## config.mk

```make
export PLATFORM = sky130hd
export DESIGN_NAME = fixed_point_data_alu
export DESIGN_NICKNAME = d
export VERILOG_FILES = /design/src/div_step.v /design/src/fixed_point_data_alu.v /design/src/signed_multiplier.v
export VERILOG_INCLUDE_DIRS = /design/src
export SDC_FILE = /design/constraint.sdc
export NUM_CORES = 2
export LEC_CHECK = 0
export BUFFER_PORTS_ARGS = -buffer_cell sky130_fd_sc_hd__buf_2
export CORE_MARGIN = 2
export CORE_UTILIZATION = 35
export CTS_CLUSTER_SIZE = 24
export DETAILED_ROUTE_END_ITERATION = 16
export GPL_TIMING_DRIVEN = 0
export HOLD_SLACK_MARGIN = 0.1
export SYNTH_ARGS = -nofsm -noshare
export SYNTH_HDL_FRONTEND = slang
export SYNTH_SLANG_ARGS = --single-unit
```

## constraint.sdc

```tcl
create_clock -name clk -period 6.06 [get_ports clk]
set_input_delay 0.303 -clock clk [delete_from_list [all_inputs] [get_ports clk]]
set_output_delay 0.303 -clock clk [all_outputs]
set_load 0.02 [all_outputs]
```

## src/data_alu_regs.vh

```
/*
 holds the constants of the fixed-point data alu: operation codes, accumulator field layout,
 operand widths and reset values. assumes it is included by bare name into each file that uses its macros.
*/
`ifndef DATA_ALU_REGS_VH
`define DATA_ALU_REGS_VH

`define WORD_W        16
`define ACC_W         36
`define EXT_W         4
`define EXT_HI        35
`define EXT_LO        32
`define HIGH_HI       31
`define HIGH_LO       16
`define LOW_HI        15
`define LOW_LO        0
`define ACC_RESET     36'h000000000
`define ROUND_CONST   36'h000008000

`define OP_W          5
`define OP_NOP        5'h00
`define OP_ADD        5'h01
`define OP_SUB        5'h02
`define OP_CMP        5'h03
`define OP_AND        5'h04
`define OP_OR         5'h05
`define OP_XOR        5'h06
`define OP_ASL        5'h07
`define OP_ASR        5'h08
`define OP_LSL        5'h09
`define OP_LSR        5'h0a
`define OP_ROL        5'h0b
`define OP_ROR        5'h0c
`define OP_NOT        5'h0d
`define OP_WORD_INCREMENT       5'h0e
`define OP_WORD_DECREMENT       5'h0f
`define OP_MPY        5'h10
`define OP_MAC        5'h11
`define OP_FRACTIONAL_MULTIPLY_ROUNDED       5'h12
`define OP_FRACTIONAL_MAC_ROUNDED       5'h13
`define OP_IMPY       5'h14
`define OP_LOAD       5'h15
`define OP_DIV        5'h16
`define OP_WR_EXT     5'h17
`define OP_WR_HIGH    5'h18
`define OP_WR_LOW     5'h19
`define OP_MOVE_HIGH  5'h1a
`define OP_MOVE_LOW   5'h1b

`define DIV_STEPS     5'h10
`define DIV_CNT_W     5

`endif

```

## src/div_step.v

```verilog
/*
 holds one non-restoring division iteration on a 36-bit accumulator with a 16-bit divisor.
 assumes the caller repeats it sixteen times and keeps the quotient bits in the low part.
*/
`include "data_alu_regs.vh"
module div_step (
    input  wire [`ACC_W-1:0]  accIn,
    input  wire [`WORD_W-1:0] divisor,
    output wire [`ACC_W-1:0]  accOut
);
    wire [`ACC_W-1:0] shifted;
    wire [`ACC_W-1:0] dvExt;
    wire              quotBit;
    wire [`ACC_W-1:0] trial;

    assign dvExt   = {{(`EXT_W){divisor[`WORD_W-1]}}, divisor, {(`WORD_W){1'b0}}};
    // subtract when signs of remainder and divisor agree, otherwise add back
    assign quotBit = accIn[`EXT_HI] ^ divisor[`WORD_W-1];
    assign shifted = {accIn[`ACC_W-2:0], ~quotBit};
    assign trial   = quotBit ? shifted + dvExt : shifted - dvExt;
    assign accOut  = trial;
endmodule

```

## src/fixed_point_data_alu.v

```verilog
/*
 holds the fixed-point data alu: two 36-bit accumulators, add/sub/compare, logic, shifts,
 fractional and integer multiply, multiply-accumulate with rounding, and iterative division.
 assumes the program controller drives opValid with decoded op, operands and accumulator select
 on the same clock, and waits for busy low before issuing the next operation after a divide.
*/
//Contract
//- signed fractional words are one sign bit plus fifteen fraction bits
//- unsigned fractional words put binary point after the msb
//- signed integers span -32768..32767, long words up to 2147483647
//- unsigned integers put binary point right of the lsb
//- add, subtract and compare are the same bits for fraction and integer
//- word operands enter the high accumulator part before arithmetic
//- word destination results are correct in sixteen bits
//- and, or, xor and bit fields ignore number format
//- arithmetic left doubles, arithmetic right halves signed, logical right halves unsigned
//- fractional product is zero filled at the lsb
//- integer product gets an extra sign bit at the msb
//- fractional multiply forms a 32-bit product and accumulates into 36 bits
//- rounded multiplies round to sixteen bits and clear the low part
//- integer word multiply writes bits 31-16, sign extends, keeps low part
//- integer word multiply flags products beyond sixteen signed bits
//- single precision shifts, rotates, not, increment, decrement use bits 31-16; here increment and decrement carry on into bits 35-32
//- parallel moves reach the high part only, never the low part
//- fractional multiply then arithmetic right shift gives a full integer product
//- divide takes 32-bit dividend and 16-bit divisor, signed or positive
//- word writes land high, sign extend, clear low part
//- operands are 16, 32 or 36-bit two's complement
`include "data_alu_regs.vh"
module fixed_point_data_alu #(
    parameter N = 16
) (
    input  wire                clk,
    input  wire                rst_n,
    input  wire                opValid,
    input  wire [`OP_W-1:0]    opCode,
    input  wire                accSel,
    input  wire [N-1:0]        srcX,
    input  wire [N-1:0]        srcY,
    input  wire                srcAcc,
    input  wire                useAccSrc,
    output reg  [`ACC_W-1:0]   accA_r,
    output reg  [`ACC_W-1:0]   accB_r,
    output reg  [N-1:0]        wordResult_r,
    output reg                 resultValid_r,
    output reg                 overflow_r,
    output reg                 carry_r,
    output reg                 busy_r
);
    reg  [`ACC_W-1:0]     acc_nxt;
    reg  [`ACC_W-1:0]     accA_nxt;
    reg  [`ACC_W-1:0]     accB_nxt;
    reg  [N-1:0]          word_nxt;
    reg                   valid_nxt;
    reg                   ovf_nxt;
    reg                   carry_nxt;
    // divide sequencer: steps left, target accumulator and a latched divisor,
    // so the controller may change srcX while the steps run
    reg  [`DIV_CNT_W-1:0] divCnt_r;
    reg                   divAcc_r;
    reg  [N-1:0]          divisor_r;
    reg  [`DIV_CNT_W-1:0] divCnt_nxt;
    reg                   divAcc_nxt;
    reg  [N-1:0]          divisor_nxt;
    reg                   busy_nxt;
    // one bit wider than an accumulator to catch the carry out of bit 35
    reg  [`ACC_W:0]       sum;
    reg  [`ACC_W-1:0]     roundSum;

    wire [`ACC_W-1:0]     dstAcc;
    wire [`ACC_W-1:0]     otherAcc;
    wire [`ACC_W-1:0]     wordOperand;
    wire [`ACC_W-1:0]     srcOperand;
    wire [N-1:0]          accHigh;
    wire [2*N-1:0]        product;
    wire                  impyOverflow;
    wire [`ACC_W-1:0]     prodExt;
    wire [`ACC_W-1:0]     divAccIn;
    wire [`ACC_W-1:0]     divAccOut;

    // destination and second source are picked independently, so A+B, B+A and A+A all work
    assign dstAcc   = accSel ? accB_r : accA_r;
    assign otherAcc = srcAcc ? accB_r : accA_r;
    // a word joins the accumulator in its high part so the binary point stays aligned
    assign wordOperand = {{(`EXT_W){srcX[N-1]}}, srcX, {N{1'b0}}};
    assign srcOperand  = useAccSrc ? otherAcc : wordOperand;
    assign accHigh     = dstAcc[`HIGH_HI:`HIGH_LO];

    // one shared multiplier; only the integer word multiply asks for integer alignment
    signed_multiplier #(
        .N (N)
    ) u_mult (
        .opX          (srcX),
        .opY          (srcY),
        .fracMode     (opCode != `OP_IMPY),
        .product      (product),
        .wordOverflow (impyOverflow)
    );

    assign prodExt  = {{(`EXT_W){product[2*N-1]}}, product};
    assign divAccIn = divAcc_r ? accB_r : accA_r;

    // a single step instance is reused on each of the sixteen busy cycles,
    // trading divide latency for area
    div_step u_div (
        .accIn   (divAccIn),
        .divisor (divisor_r),
        .accOut  (divAccOut)
    );

    // operation decode: every next value except the valid pulse defaults to holding its register,
    // so only the fields an operation touches are listed in its branch
    always @* begin
        acc_nxt     = dstAcc;
        word_nxt    = wordResult_r;
        valid_nxt   = 1'b0;
        ovf_nxt     = overflow_r;
        carry_nxt   = carry_r;
        divCnt_nxt  = divCnt_r;
        divAcc_nxt  = divAcc_r;
        divisor_nxt = divisor_r;
        busy_nxt    = busy_r;
        sum         = {1'b0, `ACC_RESET};
        roundSum    = `ACC_RESET;
        if (opValid && !busy_r) begin
            valid_nxt = 1'b1;
            case (opCode)
                `OP_ADD: begin
                    // same adder for signed, unsigned, fraction and integer views
                    sum       = {1'b0, dstAcc} + {1'b0, srcOperand};
                    acc_nxt   = sum[`ACC_W-1:0];
                    carry_nxt = sum[`ACC_W];
                    ovf_nxt   = (dstAcc[`EXT_HI] == srcOperand[`EXT_HI]) &&
                                (sum[`EXT_HI] != dstAcc[`EXT_HI]);
                end
                `OP_SUB, `OP_CMP: begin
                    sum       = {1'b0, dstAcc} - {1'b0, srcOperand};
                    carry_nxt = sum[`ACC_W];
                    ovf_nxt   = (dstAcc[`EXT_HI] != srcOperand[`EXT_HI]) &&
                                (sum[`EXT_HI] != dstAcc[`EXT_HI]);
                    if (opCode == `OP_SUB) begin
                        acc_nxt = sum[`ACC_W-1:0];
                    end
                end
                `OP_AND: begin
                    acc_nxt[`HIGH_HI:`HIGH_LO] = accHigh & srcX;
                end
                `OP_OR: begin
                    acc_nxt[`HIGH_HI:`HIGH_LO] = accHigh | srcX;
                end
                `OP_XOR: begin
                    acc_nxt[`HIGH_HI:`HIGH_LO] = accHigh ^ srcX;
                end
                `OP_ASL: begin
                    acc_nxt   = {dstAcc[`ACC_W-2:0], 1'b0};
                    carry_nxt = dstAcc[`EXT_HI];
                end
                `OP_ASR: begin
                    // after a fractional multiply this yields the full integer product
                    acc_nxt   = {dstAcc[`EXT_HI], dstAcc[`ACC_W-1:1]};
                    carry_nxt = dstAcc[0];
                end
                `OP_LSL: begin
                    acc_nxt[`HIGH_HI:`HIGH_LO] = {accHigh[N-2:0], 1'b0};
                    carry_nxt = accHigh[N-1];
                end
                `OP_LSR: begin
                    acc_nxt[`HIGH_HI:`HIGH_LO] = {1'b0, accHigh[N-1:1]};
                    carry_nxt = accHigh[0];
                end
                // rotates go through the carry flag, seventeen bits in all
                `OP_ROL: begin
                    acc_nxt[`HIGH_HI:`HIGH_LO] = {accHigh[N-2:0], carry_r};
                    carry_nxt = accHigh[N-1];
                end
                `OP_ROR: begin
                    acc_nxt[`HIGH_HI:`HIGH_LO] = {carry_r, accHigh[N-1:1]};
                    carry_nxt = accHigh[0];
                end
                `OP_NOT: begin
                    acc_nxt[`HIGH_HI:`HIGH_LO] = ~accHigh;
                end
                // word steps act on the high part and may ripple into the extension
                `OP_WORD_INCREMENT: begin
                    acc_nxt = dstAcc + {{(`EXT_W){1'b0}}, {(N-1){1'b0}}, 1'b1, {N{1'b0}}};
                end
                `OP_WORD_DECREMENT: begin
                    acc_nxt = dstAcc - {{(`EXT_W){1'b0}}, {(N-1){1'b0}}, 1'b1, {N{1'b0}}};
                end
                // the fractional product always arrives zero filled at the lsb
                `OP_MPY, `OP_FRACTIONAL_MULTIPLY_ROUNDED, `OP_MAC, `OP_FRACTIONAL_MAC_ROUNDED: begin
                    if (opCode == `OP_MAC || opCode == `OP_FRACTIONAL_MAC_ROUNDED) begin
                        acc_nxt = dstAcc + prodExt;
                    end else begin
                        acc_nxt = prodExt;
                    end
                    if (opCode == `OP_FRACTIONAL_MULTIPLY_ROUNDED || opCode == `OP_FRACTIONAL_MAC_ROUNDED) begin
                        // round to nearest at bit 15, then drop the low part
                        roundSum = acc_nxt + `ROUND_CONST;
                        acc_nxt  = {roundSum[`EXT_HI:`HIGH_LO], {N{1'b0}}};
                    end
                    ovf_nxt = 1'b0;
                end
                // the low part is left alone; only the high word and its sign extension change
                `OP_IMPY: begin
                    acc_nxt = {{(`EXT_W){product[N-1]}}, product[N-1:0], dstAcc[`LOW_HI:`LOW_LO]};
                    ovf_nxt = impyOverflow;
                end
                `OP_LOAD, `OP_MOVE_HIGH: begin
                    acc_nxt = wordOperand;
                end
                // field writes go in raw, without sign extension or clearing
                `OP_WR_EXT: begin
                    acc_nxt[`EXT_HI:`EXT_LO] = srcX[`EXT_W-1:0];
                end
                `OP_WR_HIGH: begin
                    acc_nxt[`HIGH_HI:`HIGH_LO] = srcX;
                end
                `OP_WR_LOW: begin
                    acc_nxt[`LOW_HI:`LOW_LO] = srcX;
                end
                `OP_DIV: begin
                    // no answer now; the quotient is reported when the last step ends
                    divCnt_nxt  = `DIV_STEPS;
                    divAcc_nxt  = accSel;
                    divisor_nxt = srcX;
                    busy_nxt    = 1'b1;
                    valid_nxt   = 1'b0;
                end
                // unknown codes still answer, so the controller sees every accepted slot except a nop or a low move
                default: begin
                    valid_nxt = opCode != `OP_NOP;
                end
            endcase
            // destination word is the high part, limited when the extension holds growth
            if (acc_nxt[`EXT_HI:`HIGH_HI] == {(`EXT_W+1){acc_nxt[`EXT_HI]}}) begin
                word_nxt = acc_nxt[`HIGH_HI:`HIGH_LO];
            end else begin
                word_nxt = acc_nxt[`EXT_HI] ? {1'b1, {(N-1){1'b0}}} : {1'b0, {(N-1){1'b1}}};
            end
            // a low move never drives the low part onto the parallel move path
            if (opCode == `OP_MOVE_LOW) begin
                word_nxt  = wordResult_r;
                valid_nxt = 1'b0;
            end
        end else if (busy_r) begin
            // any request while busy is dropped without an answer
            divCnt_nxt = divCnt_r - {{(`DIV_CNT_W-1){1'b0}}, 1'b1};
            if (divCnt_r == {{(`DIV_CNT_W-1){1'b0}}, 1'b1}) begin
                busy_nxt  = 1'b0;
                valid_nxt = 1'b1;
                word_nxt  = divAccOut[`LOW_HI:`LOW_LO];
            end
        end
    end

    // accumulator write-back: the divider owns its accumulator while busy,
    // otherwise the decoded result goes to the selected one
    always @* begin
        accA_nxt = accA_r;
        accB_nxt = accB_r;
        if (busy_r) begin
            if (divAcc_r) begin
                accB_nxt = divAccOut;
            end else begin
                accA_nxt = divAccOut;
            end
        end else if (opValid) begin
            if (accSel) begin
                accB_nxt = acc_nxt;
            end else begin
                accA_nxt = acc_nxt;
            end
        end
    end

    // every output is a flip-flop; reset clears both accumulators and all flags
    always @(posedge clk or negedge rst_n) begin
        if (!rst_n) begin
            accA_r        <= `ACC_RESET;
            accB_r        <= `ACC_RESET;
            wordResult_r  <= {N{1'b0}};
            resultValid_r <= 1'b0;
            overflow_r    <= 1'b0;
            carry_r       <= 1'b0;
            busy_r        <= 1'b0;
            divCnt_r      <= {`DIV_CNT_W{1'b0}};
            divAcc_r      <= 1'b0;
            divisor_r     <= {N{1'b0}};
        end else begin
            accA_r        <= accA_nxt;
            accB_r        <= accB_nxt;
            wordResult_r  <= word_nxt;
            resultValid_r <= valid_nxt;
            overflow_r    <= ovf_nxt;
            carry_r       <= carry_nxt;
            busy_r        <= busy_nxt;
            divCnt_r      <= divCnt_nxt;
            divAcc_r      <= divAcc_nxt;
            divisor_r     <= divisor_nxt;
        end
    end
endmodule

```

## src/signed_multiplier.v

```verilog
/*
 holds a combinational signed 16x16 multiplier that aligns its product for fractional or
 integer use. assumes operands are two's-complement words from logic on the same clock.
*/
module signed_multiplier #(
    parameter N = 16
) (
    input  wire [N-1:0]   opX,
    input  wire [N-1:0]   opY,
    input  wire           fracMode,
    output wire [2*N-1:0] product,
    output wire           wordOverflow
);
    wire signed [2*N-1:0] raw;

    assign raw = $signed(opX) * $signed(opY);
    // the raw value already carries the duplicated sign bit at the top (integer alignment);
    // shifting left by one drops it and zero fills the lsb (fractional alignment)
    assign product = fracMode ? {raw[2*N-2:0], 1'b0} : raw;
    // integer word result must fit in n signed bits
    assign wordOverflow = (raw[2*N-1:N-1] != {(N+1){1'b0}}) &&
                          (raw[2*N-1:N-1] != {(N+1){1'b1}});
endmodule
```

# --- After elaboration in Yosys (flattened, before gate mapping) ---
# Cells that the tools add are included.
# W data, S select, Z words.
op_classes:
  n_addsub: 9
  mul: 1
  n_eq_ne: 40
  mux: 45
  n_bitwise: 6
  reduce_logical: 29
op_table:
  columns: ["op", "count"]
  rows:
  - ["$mux W36", 19]
  - ["$pmux W16 S17", 1]
  - ["$pmux W16 S9", 1]
  - ["$mux W16", 7]
  - ["$add A36 B36 Y36", 2]
  - ["$eq A5 B5 Y1 const B", 12]
  - ["$eq A5 B4 Y1 const B", 8]
  - ["$pmux W4 S10", 1]
  - ["$add A36 B36 Y37", 1]
  - ["$sub A36 B36 Y37", 1]
  - ["$add A36 B16 Y36 const B", 1]
  - ["$add A36 B17 Y36 const B", 1]
  - ["$sub A36 B17 Y36 const B", 1]
  - ["$sub A36 B36 Y36", 1]
  - ["$mul A16 B16 Y32", 1]
  - ["$mux W32", 1]
  - ["$reduce_or A25 Y1", 1]
  - ["$eq A5 B3 Y1 const B", 4]
  - ["$ne A17 B17 Y1 const B", 1]
  - ["$reduce_bool A17 Y1", 1]
  - ["$and A16 B16 Y16", 1]
  - ["$not A16 Y16", 1]
  - ["$or A16 B16 Y16", 1]
  - ["$xor A16 B16 Y16", 1]
  - ["29 further kinds", 60]
totals:
  reg_bits: 114
  inputBits: 43
  elab_cells: 140

# --- Longest topological paths before layout ---
depth:
  ltp_word: 14
  depth_mapped: 43
  depth_no_buf: 38

# --- By module ---
# From an unflattened synthesis, not the netlist that was laid out.
hier_totals:
  cells_unflattened: 3866
  hier_area_um2: 29688.5
modules_own_cells:
  columns: ["mod", "instances", "cells_per_inst", "area_per_inst_um2"]
  rows:
  - ["fixed_point_data_alu", 1, 2466, 17699.5]
  - ["signed_multiplier", 1, 1195, 10512.6]
  - ["div_step", 1, 205, 1476.4]

# --- Worst setup path before layout ---
# OpenSTA, ideal clock, no wires.
synth_path:
  path_type: "input to register"
  from: "input srcX[7]"
  to: "register wordResult_r[14]"
  arrival_ps: 10079
  slack_ps: -4085
  path_stages: 42
  n_path_buf: 6
  path_cell_list: "clkbuf_1 > clkbuf_1 > nand2_1 > fa_1 > inv_1 > fa_1 > inv_1 > fa_1 > inv_1 > fa_1 > fa_1 > inv_1 > fa_1 > inv_1 > ha_1 > buf_4 > a21oi_1 > nand3b_1 > [... 6 more ...] > clkbuf_1 > a21oi_1 > o21ai_1 > a21o_1 > or3_1 > o21ai_0 > mux2i_1 > a221oi_1 > or2_4 > or4_1 > buf_2 > or3_1 > a21oi_2 > nor2_1 > or4b_4 > buf_6 > a21oi_2 > o32a_1"
synth_between:
  elab_chain_cells: 14
  elab_cells_between_ends: 21
  classes_between: "add/sub (4); mul (1); eq/ne (1); mux (15)"
synth_lines:
  columns: ["element", "line_no", "source"]
  rows:
  - ["start, declared", "fixed_point_data_alu.v:38", "input wire [N-1:0] srcX,"]
  - ["$mul A16 B16 Y32", "signed_multiplier.v:16", "assign raw = $signed(opX) * $signed(opY);"]
  - ["$mux W32", "signed_multiplier.v:19", "assign product = fracMode ? {raw[2*N-2:0], 1'b0} : raw;"]
  - ["$add A36 B36 Y36", "fixed_point_data_alu.v:193", "acc_nxt = dstAcc + prodExt;"]
  - ["$mux W36", "fixed_point_data_alu.v:192", "if (opCode == `OP_MAC || opCode == `OP_FRACTIONAL_MAC_ROUNDED) begin"]
  - ["$mux W36", "fixed_point_data_alu.v:127", "case (opCode)"]
  - ["$mux W36", "fixed_point_data_alu.v:125", "if (opValid && !busy_r) begin"]
  - ["$add A36 B16 Y36 (no source line)", null, null]
  - ["$mux W36", "fixed_point_data_alu.v:197", "if (opCode == `OP_FRACTIONAL_MULTIPLY_ROUNDED || opCode == `OP_FRACTIONAL_MAC_ROUNDED) begin"]
  - ["$pmux W16 S17 or $pmux W4 S10 (tied branches)", "fixed_point_data_alu.v:127", null]
  - ["$mux W16 or $mux W4 (tied branches)", "fixed_point_data_alu.v:125", null]
  - ["$eq A4 B4 Y1 or $mux W16 (tied branches)", "fixed_point_data_alu.v:236, fixed_point_data_alu.v:239", null]
  - ["$mux W16 *", "fixed_point_data_alu.v:236", "if (acc_nxt[`EXT_HI:`HIGH_HI] == {(`EXT_W+1){acc_nxt[`EXT_HI]}}) begin"]
  - ["$mux W16 *", "fixed_point_data_alu.v:242", "if (opCode == `OP_MOVE_LOW) begin"]
  - ["$mux W16 *", "fixed_point_data_alu.v:125", null]
  - ["end signal, assigned", "fixed_point_data_alu.v:282", "wordResult_r <= {N{1'b0}};"]
  - ["end signal, assigned", "fixed_point_data_alu.v:293", "wordResult_r <= word_nxt;"]
  - ["end, declared", "fixed_point_data_alu.v:44", "output reg [N-1:0] wordResult_r,"]
# Every way passes the cells marked *; elsewhere a longest branch is shown, timed or not. The select of a mux whose other input is x is not followed.
# A chain may end at the register's enable or synchronous reset.

# --- Final worst setup path ---
layout_path:
  from: "input srcY[5]"
  to: "register wordResult_r[10]"
layout_between:
  elab_chain_cells: 14
  elab_cells_between_ends: 17
  classes_between: "add/sub (2); mul (1); eq/ne (1); mux (13)"
layout_lines:
  columns: ["element", "line_no", "source"]
  rows:
  - ["start, declared", "fixed_point_data_alu.v:39", "input wire [N-1:0] srcY,"]
  - ["$mul A16 B16 Y32 *", "signed_multiplier.v:16", null]
  - ["$mux W32 *", "signed_multiplier.v:19", null]
  - ["$add A36 B36 Y36", "fixed_point_data_alu.v:193", null]
  - ["$mux W36", "fixed_point_data_alu.v:192", null]
  - ["$mux W36", "fixed_point_data_alu.v:127", null]
  - ["$mux W36", "fixed_point_data_alu.v:125", null]
  - ["$add A36 B16 Y36 (no source line)", null, null]
  - ["$mux W36", "fixed_point_data_alu.v:197", null]
  - ["$pmux W16 S17 or $pmux W4 S10 (tied branches)", "fixed_point_data_alu.v:127", null]
  - ["$mux W16 or $mux W4 (tied branches)", "fixed_point_data_alu.v:125", null]
  - ["$eq A4 B4 Y1 or $mux W16 (tied branches)", "fixed_point_data_alu.v:236, fixed_point_data_alu.v:239", null]
  - ["$mux W16 *", "fixed_point_data_alu.v:236", null]
  - ["$mux W16 *", "fixed_point_data_alu.v:242", null]
  - ["$mux W16 *", "fixed_point_data_alu.v:125", null]
# Marks and branches as above.

==> summary by stage <==
Synth
The number of distinct library cells after synthesis is 96. Of the post-synthesis cell area, the dominant cell type holds 18.9%. Yosys printed 0 warnings. For this run, the leading register cell type out of synthesis is dfrtp_1. The post-synthesis instance total is 3582. The parity-gate share of the synthesized area counting xor and xnor cells is 3.79%. The post-synthesis average cell area is 7.87 µm². The combinational family with the most area after synthesis is adder cells. The top cell type by total area after synthesis is fa_1.

The area fraction in compound gates after synthesis is 22.9%. The part of the Yosys area used for sequential elements is 10.1%. Counting flops with an async set or reset pin after synthesis yields a share of 100%. The number of enable-type register cells in the synthesized netlist is 0. The post-synthesis sequential element count is 114. The summed instance area of the synthesized netlist is 28200 µm².

Measured against the total synthesized area, the mux share comes to 6.71%. The share of synthesized cell area in and, or, nand and nor gates is 18.8%. The post-synthesis share of cell area spent on full adders, half adders and majority gates is 29.9%. By area the synthesized netlist is led by fa_1, ha_1, dfrtp_1. The net count after synthesis is 4138.

Worst setup path
Along the worst path, the maximum fanout reaches 7. The critical path starts at srcY[5]. The kind of critical path is in2reg. The worst register-to-register path begins at accB_r[24]. The most numerous cell type found on the critical path is fa_1. The worst-path cell with the longest stage delay is fa_1. For flop-to-flop paths, the worst setup slack is -1.14 ns. The highest cell delay on the worst timing path is 0.53 ns. Measured in cells, the most critical reg-to-reg path has a length of 17. For the worst setup path, the data required time is 6.38 ns. The capture instance of the worst register-to-register path is wordResult_r[1].

STA classifies the critical path startpoint as a primary input. The critical path data arrival time is 9.93 ns. The element type at the critical path end is a flip-flop.

Cells and area
The sequential cell area is 2850 µm². Of the cells placed in the final design, the portion with a size suffix greater than 1 is 28.3%. The most common library cell in the layout ignoring fill and taps is inv_1.

Measured on the finished design, the core utilization comes to 47.0%. The multi-input logic area is 26500 µm². At the end of the flow, the number of nets in the layout was 4569. Counting the fill cells in the layout gives 7800. In the layout the commonest cells are inv_1, nand2_1, nor2_1. From synthesis to final layout, the design area changed by 33.7%.

Routing
Wires add up to 137000 µm. The detail-routed net length per standard cell is 26.9 µm. For this block, the initial DRC count from the detailed router was 3741. The vias after detailed routing is 31109. The number of iterations in the first detailed-routing pass is 7.

The number of routed nets with antenna violations is 0. The number of vias per cell is 6.11. After detailed routing, the number of remaining DRC violations is 0.

Status
The flow ran to the end, but the final reports show violations. The checks that failed: max-capacitance violations, max-slew violations, negative setup slack.

STA
The final period utilization is 159%. The max-slew headroom at the worst pin is -2.55%. Across the routed clock network, the largest skew measured is 0.0133 ns. The number of failing setup endpoints in the final timing report is 71. The maximum frequency from static timing analysis is 0.104 GHz.

The hold violation total from the final report is 0. The max-slew violation count is 9. At the pin with the least slew margin, the transition time is 1.50 ns.

Setup repair after global routing could not meet its margin everywhere. The routed design could run at a clock period as short as 9.61 ns. The final worst-path setup slack is -3.55 ns.

Global route
In the global route stage, met1 resource usage came out at 44.7%. The number of global-route vias before repair came to 29254. The maximum number of pins on one net before global-route repair is 86.

The first-pass GRT wire length is 197000 µm. Global routing used 32.1% of the available tracks across all layers. The most used routing layer in global routing is met2. The initial antenna violation count is 9.

The met3 demand-to-capacity share in global routing is 7.31%. Global routing finished with a remaining overflow of 0. For met2 alone, demand over resource in global routing was 48.1%.

Job
The number of max-cap violations is 1.

Floorplan
The die is 288 µm tall. The initialized floorplan defines 104 standard-cell rows. The overall die area is 82800 µm². The number of primary I/O pins is 135. The die is 288 µm wide. The core outline area is 80200 µm². The effective utilization at floorplan is 35.2%.

Min path
The kind of path behind the tightest hold check is in2async.

Clocking
The clock latency at the later pin of the worst-skew pair is 0.44 ns. The clock input transition at the sequential cells of the worst setup and hold paths is 0.07 ns. The TritonCTS buffer count is 17. The clock net in this run drives a total of 114 sinks. The buffer cell driving the clock tree root is clkbuf_16. The H-tree generated during clock tree synthesis spans 4 levels. The clock tree from TritonCTS is yes. The clock passes through at most 2 buffers.

Placed design
Before CTS, the worst setup slack after placement is -5.50 ns. At the end of routability-driven placement, the weighted congestion stood at 1.06. Detailed placement ended at an HPWL of 104000 µm.

During placement, the flow inserted port buffers numbering 129.
sequential cells by signal, summed over array words and instances, names as in the netlist:
| name | flops |
|---|---|
| resultValid_r | 1 |
| accA_r | 36 |
| accB_r | 36 |
| carry_r | 1 |
| busy_r | 1 |
| divisor_r | 16 |
| divAcc_r | 1 |
| wordResult_r | 16 |
| divCnt_r | 5 |
| overflow_r | 1 |
critical path, delay by kind of cell:
family	cells	cell delay [ns]
buffers and inverters	9	0.91
AOI/OAI and AO/OA	12	2.19
and+or+nand+nor	9	2.45
adders and majority gates	8	3.52
muxes	1	0.28
xor gates and xnor gates	1	0.26
cell type report:
type / count / share of cell area, %
antenna: 4 / 0.0266
buffer: 174 / 3.69
clock buffer: 18 / 1.17
clock inverter: 14 / 0.471
inverter: 388 / 3.90
multi-input combinational: 2884 / 70.2
sequential: 114 / 7.57
tap: 1060 / 3.52
timing repair buffer: 434 / 9.42
synth_stat cells, types with 12 or more instances:
cell type  number
nand2_1       403
inv_1         381
nor2_1        296
fa_1          266
ha_1          247
a21oi_1       213
o21ai_0       170
clkbuf_1      162
dfrtp_1       114
mux2_2        113
and2_1        107
a21o_1         79
xnor2_1        73
nor3_1         69
mux2i_1        62
nand3_1        58
xor2_1         47
a211oi_1       41
a31oi_1        36
a221oi_1       35
o211ai_1       34
nand2b_1       31
o22ai_1        30
a22oi_1        29
nor2b_1        28
a221o_1        27
o221ai_1       27
nor4_1         25
buf_1          23
nand4_1        22
or3_1          20
o21a_1         18
and3_1         17
o21bai_1       16
o31ai_1        14
o32a_1         13
a2111oi_0      12
metal layers:
metal	part of all wire (%)	vias up
li1	-	13438
met1	41	15425
met2	43	1866
met3	11	368
met4	5.0	12
met5	0.053	-
metrics by stage:
stage,instances,area (µm²),hold WS (ns),setup TNS (ns)
2_1_floorplan,3582,29200,0.00741,-139.37
3_3_place_gp,4771,31200,0.491,-312.69
3_5_place_dp,4775,31300,0.205,-311.24
4_1_cts,4985,35700,0.314,-169.72
5_1_grt,5087,37700,0.325,-186.33
6_report,5090,37700,0.308,-173.63
how the worst max path moves through the flow:
stage / endpoint / cells after the start
final: wordResult_r[10] / 40
after global routing: wordResult_r[10] / 43
after CTS: wordResult_r[4] / 40
after detailed placement: wordResult_r[4] / 38
after global placement: wordResult_r[4] / 37
after floorplan: wordResult_r[10] / 42
kinds of logic after synthesis:
group	Yosys count
adders and majority gates	514
and+or+nand+nor	1132
buffers and inverters	584
DFF	114
AOI/OAI and AO/OA	942
muxes	175
xor gates and xnor gates	121
what timing repair did:
item,in CTS,in global routing
hold buffers,1,0
endpoints found under the setup margin,80,81
pin swaps,138,186
gates resized for setup,500,313
buffers inserted,183,121
cloned,1,4
hold endpoints to repair,29,0
Power is not shown: default switching activity piles up to over one toggle a cycle in this logic, so the estimate is an artifact.
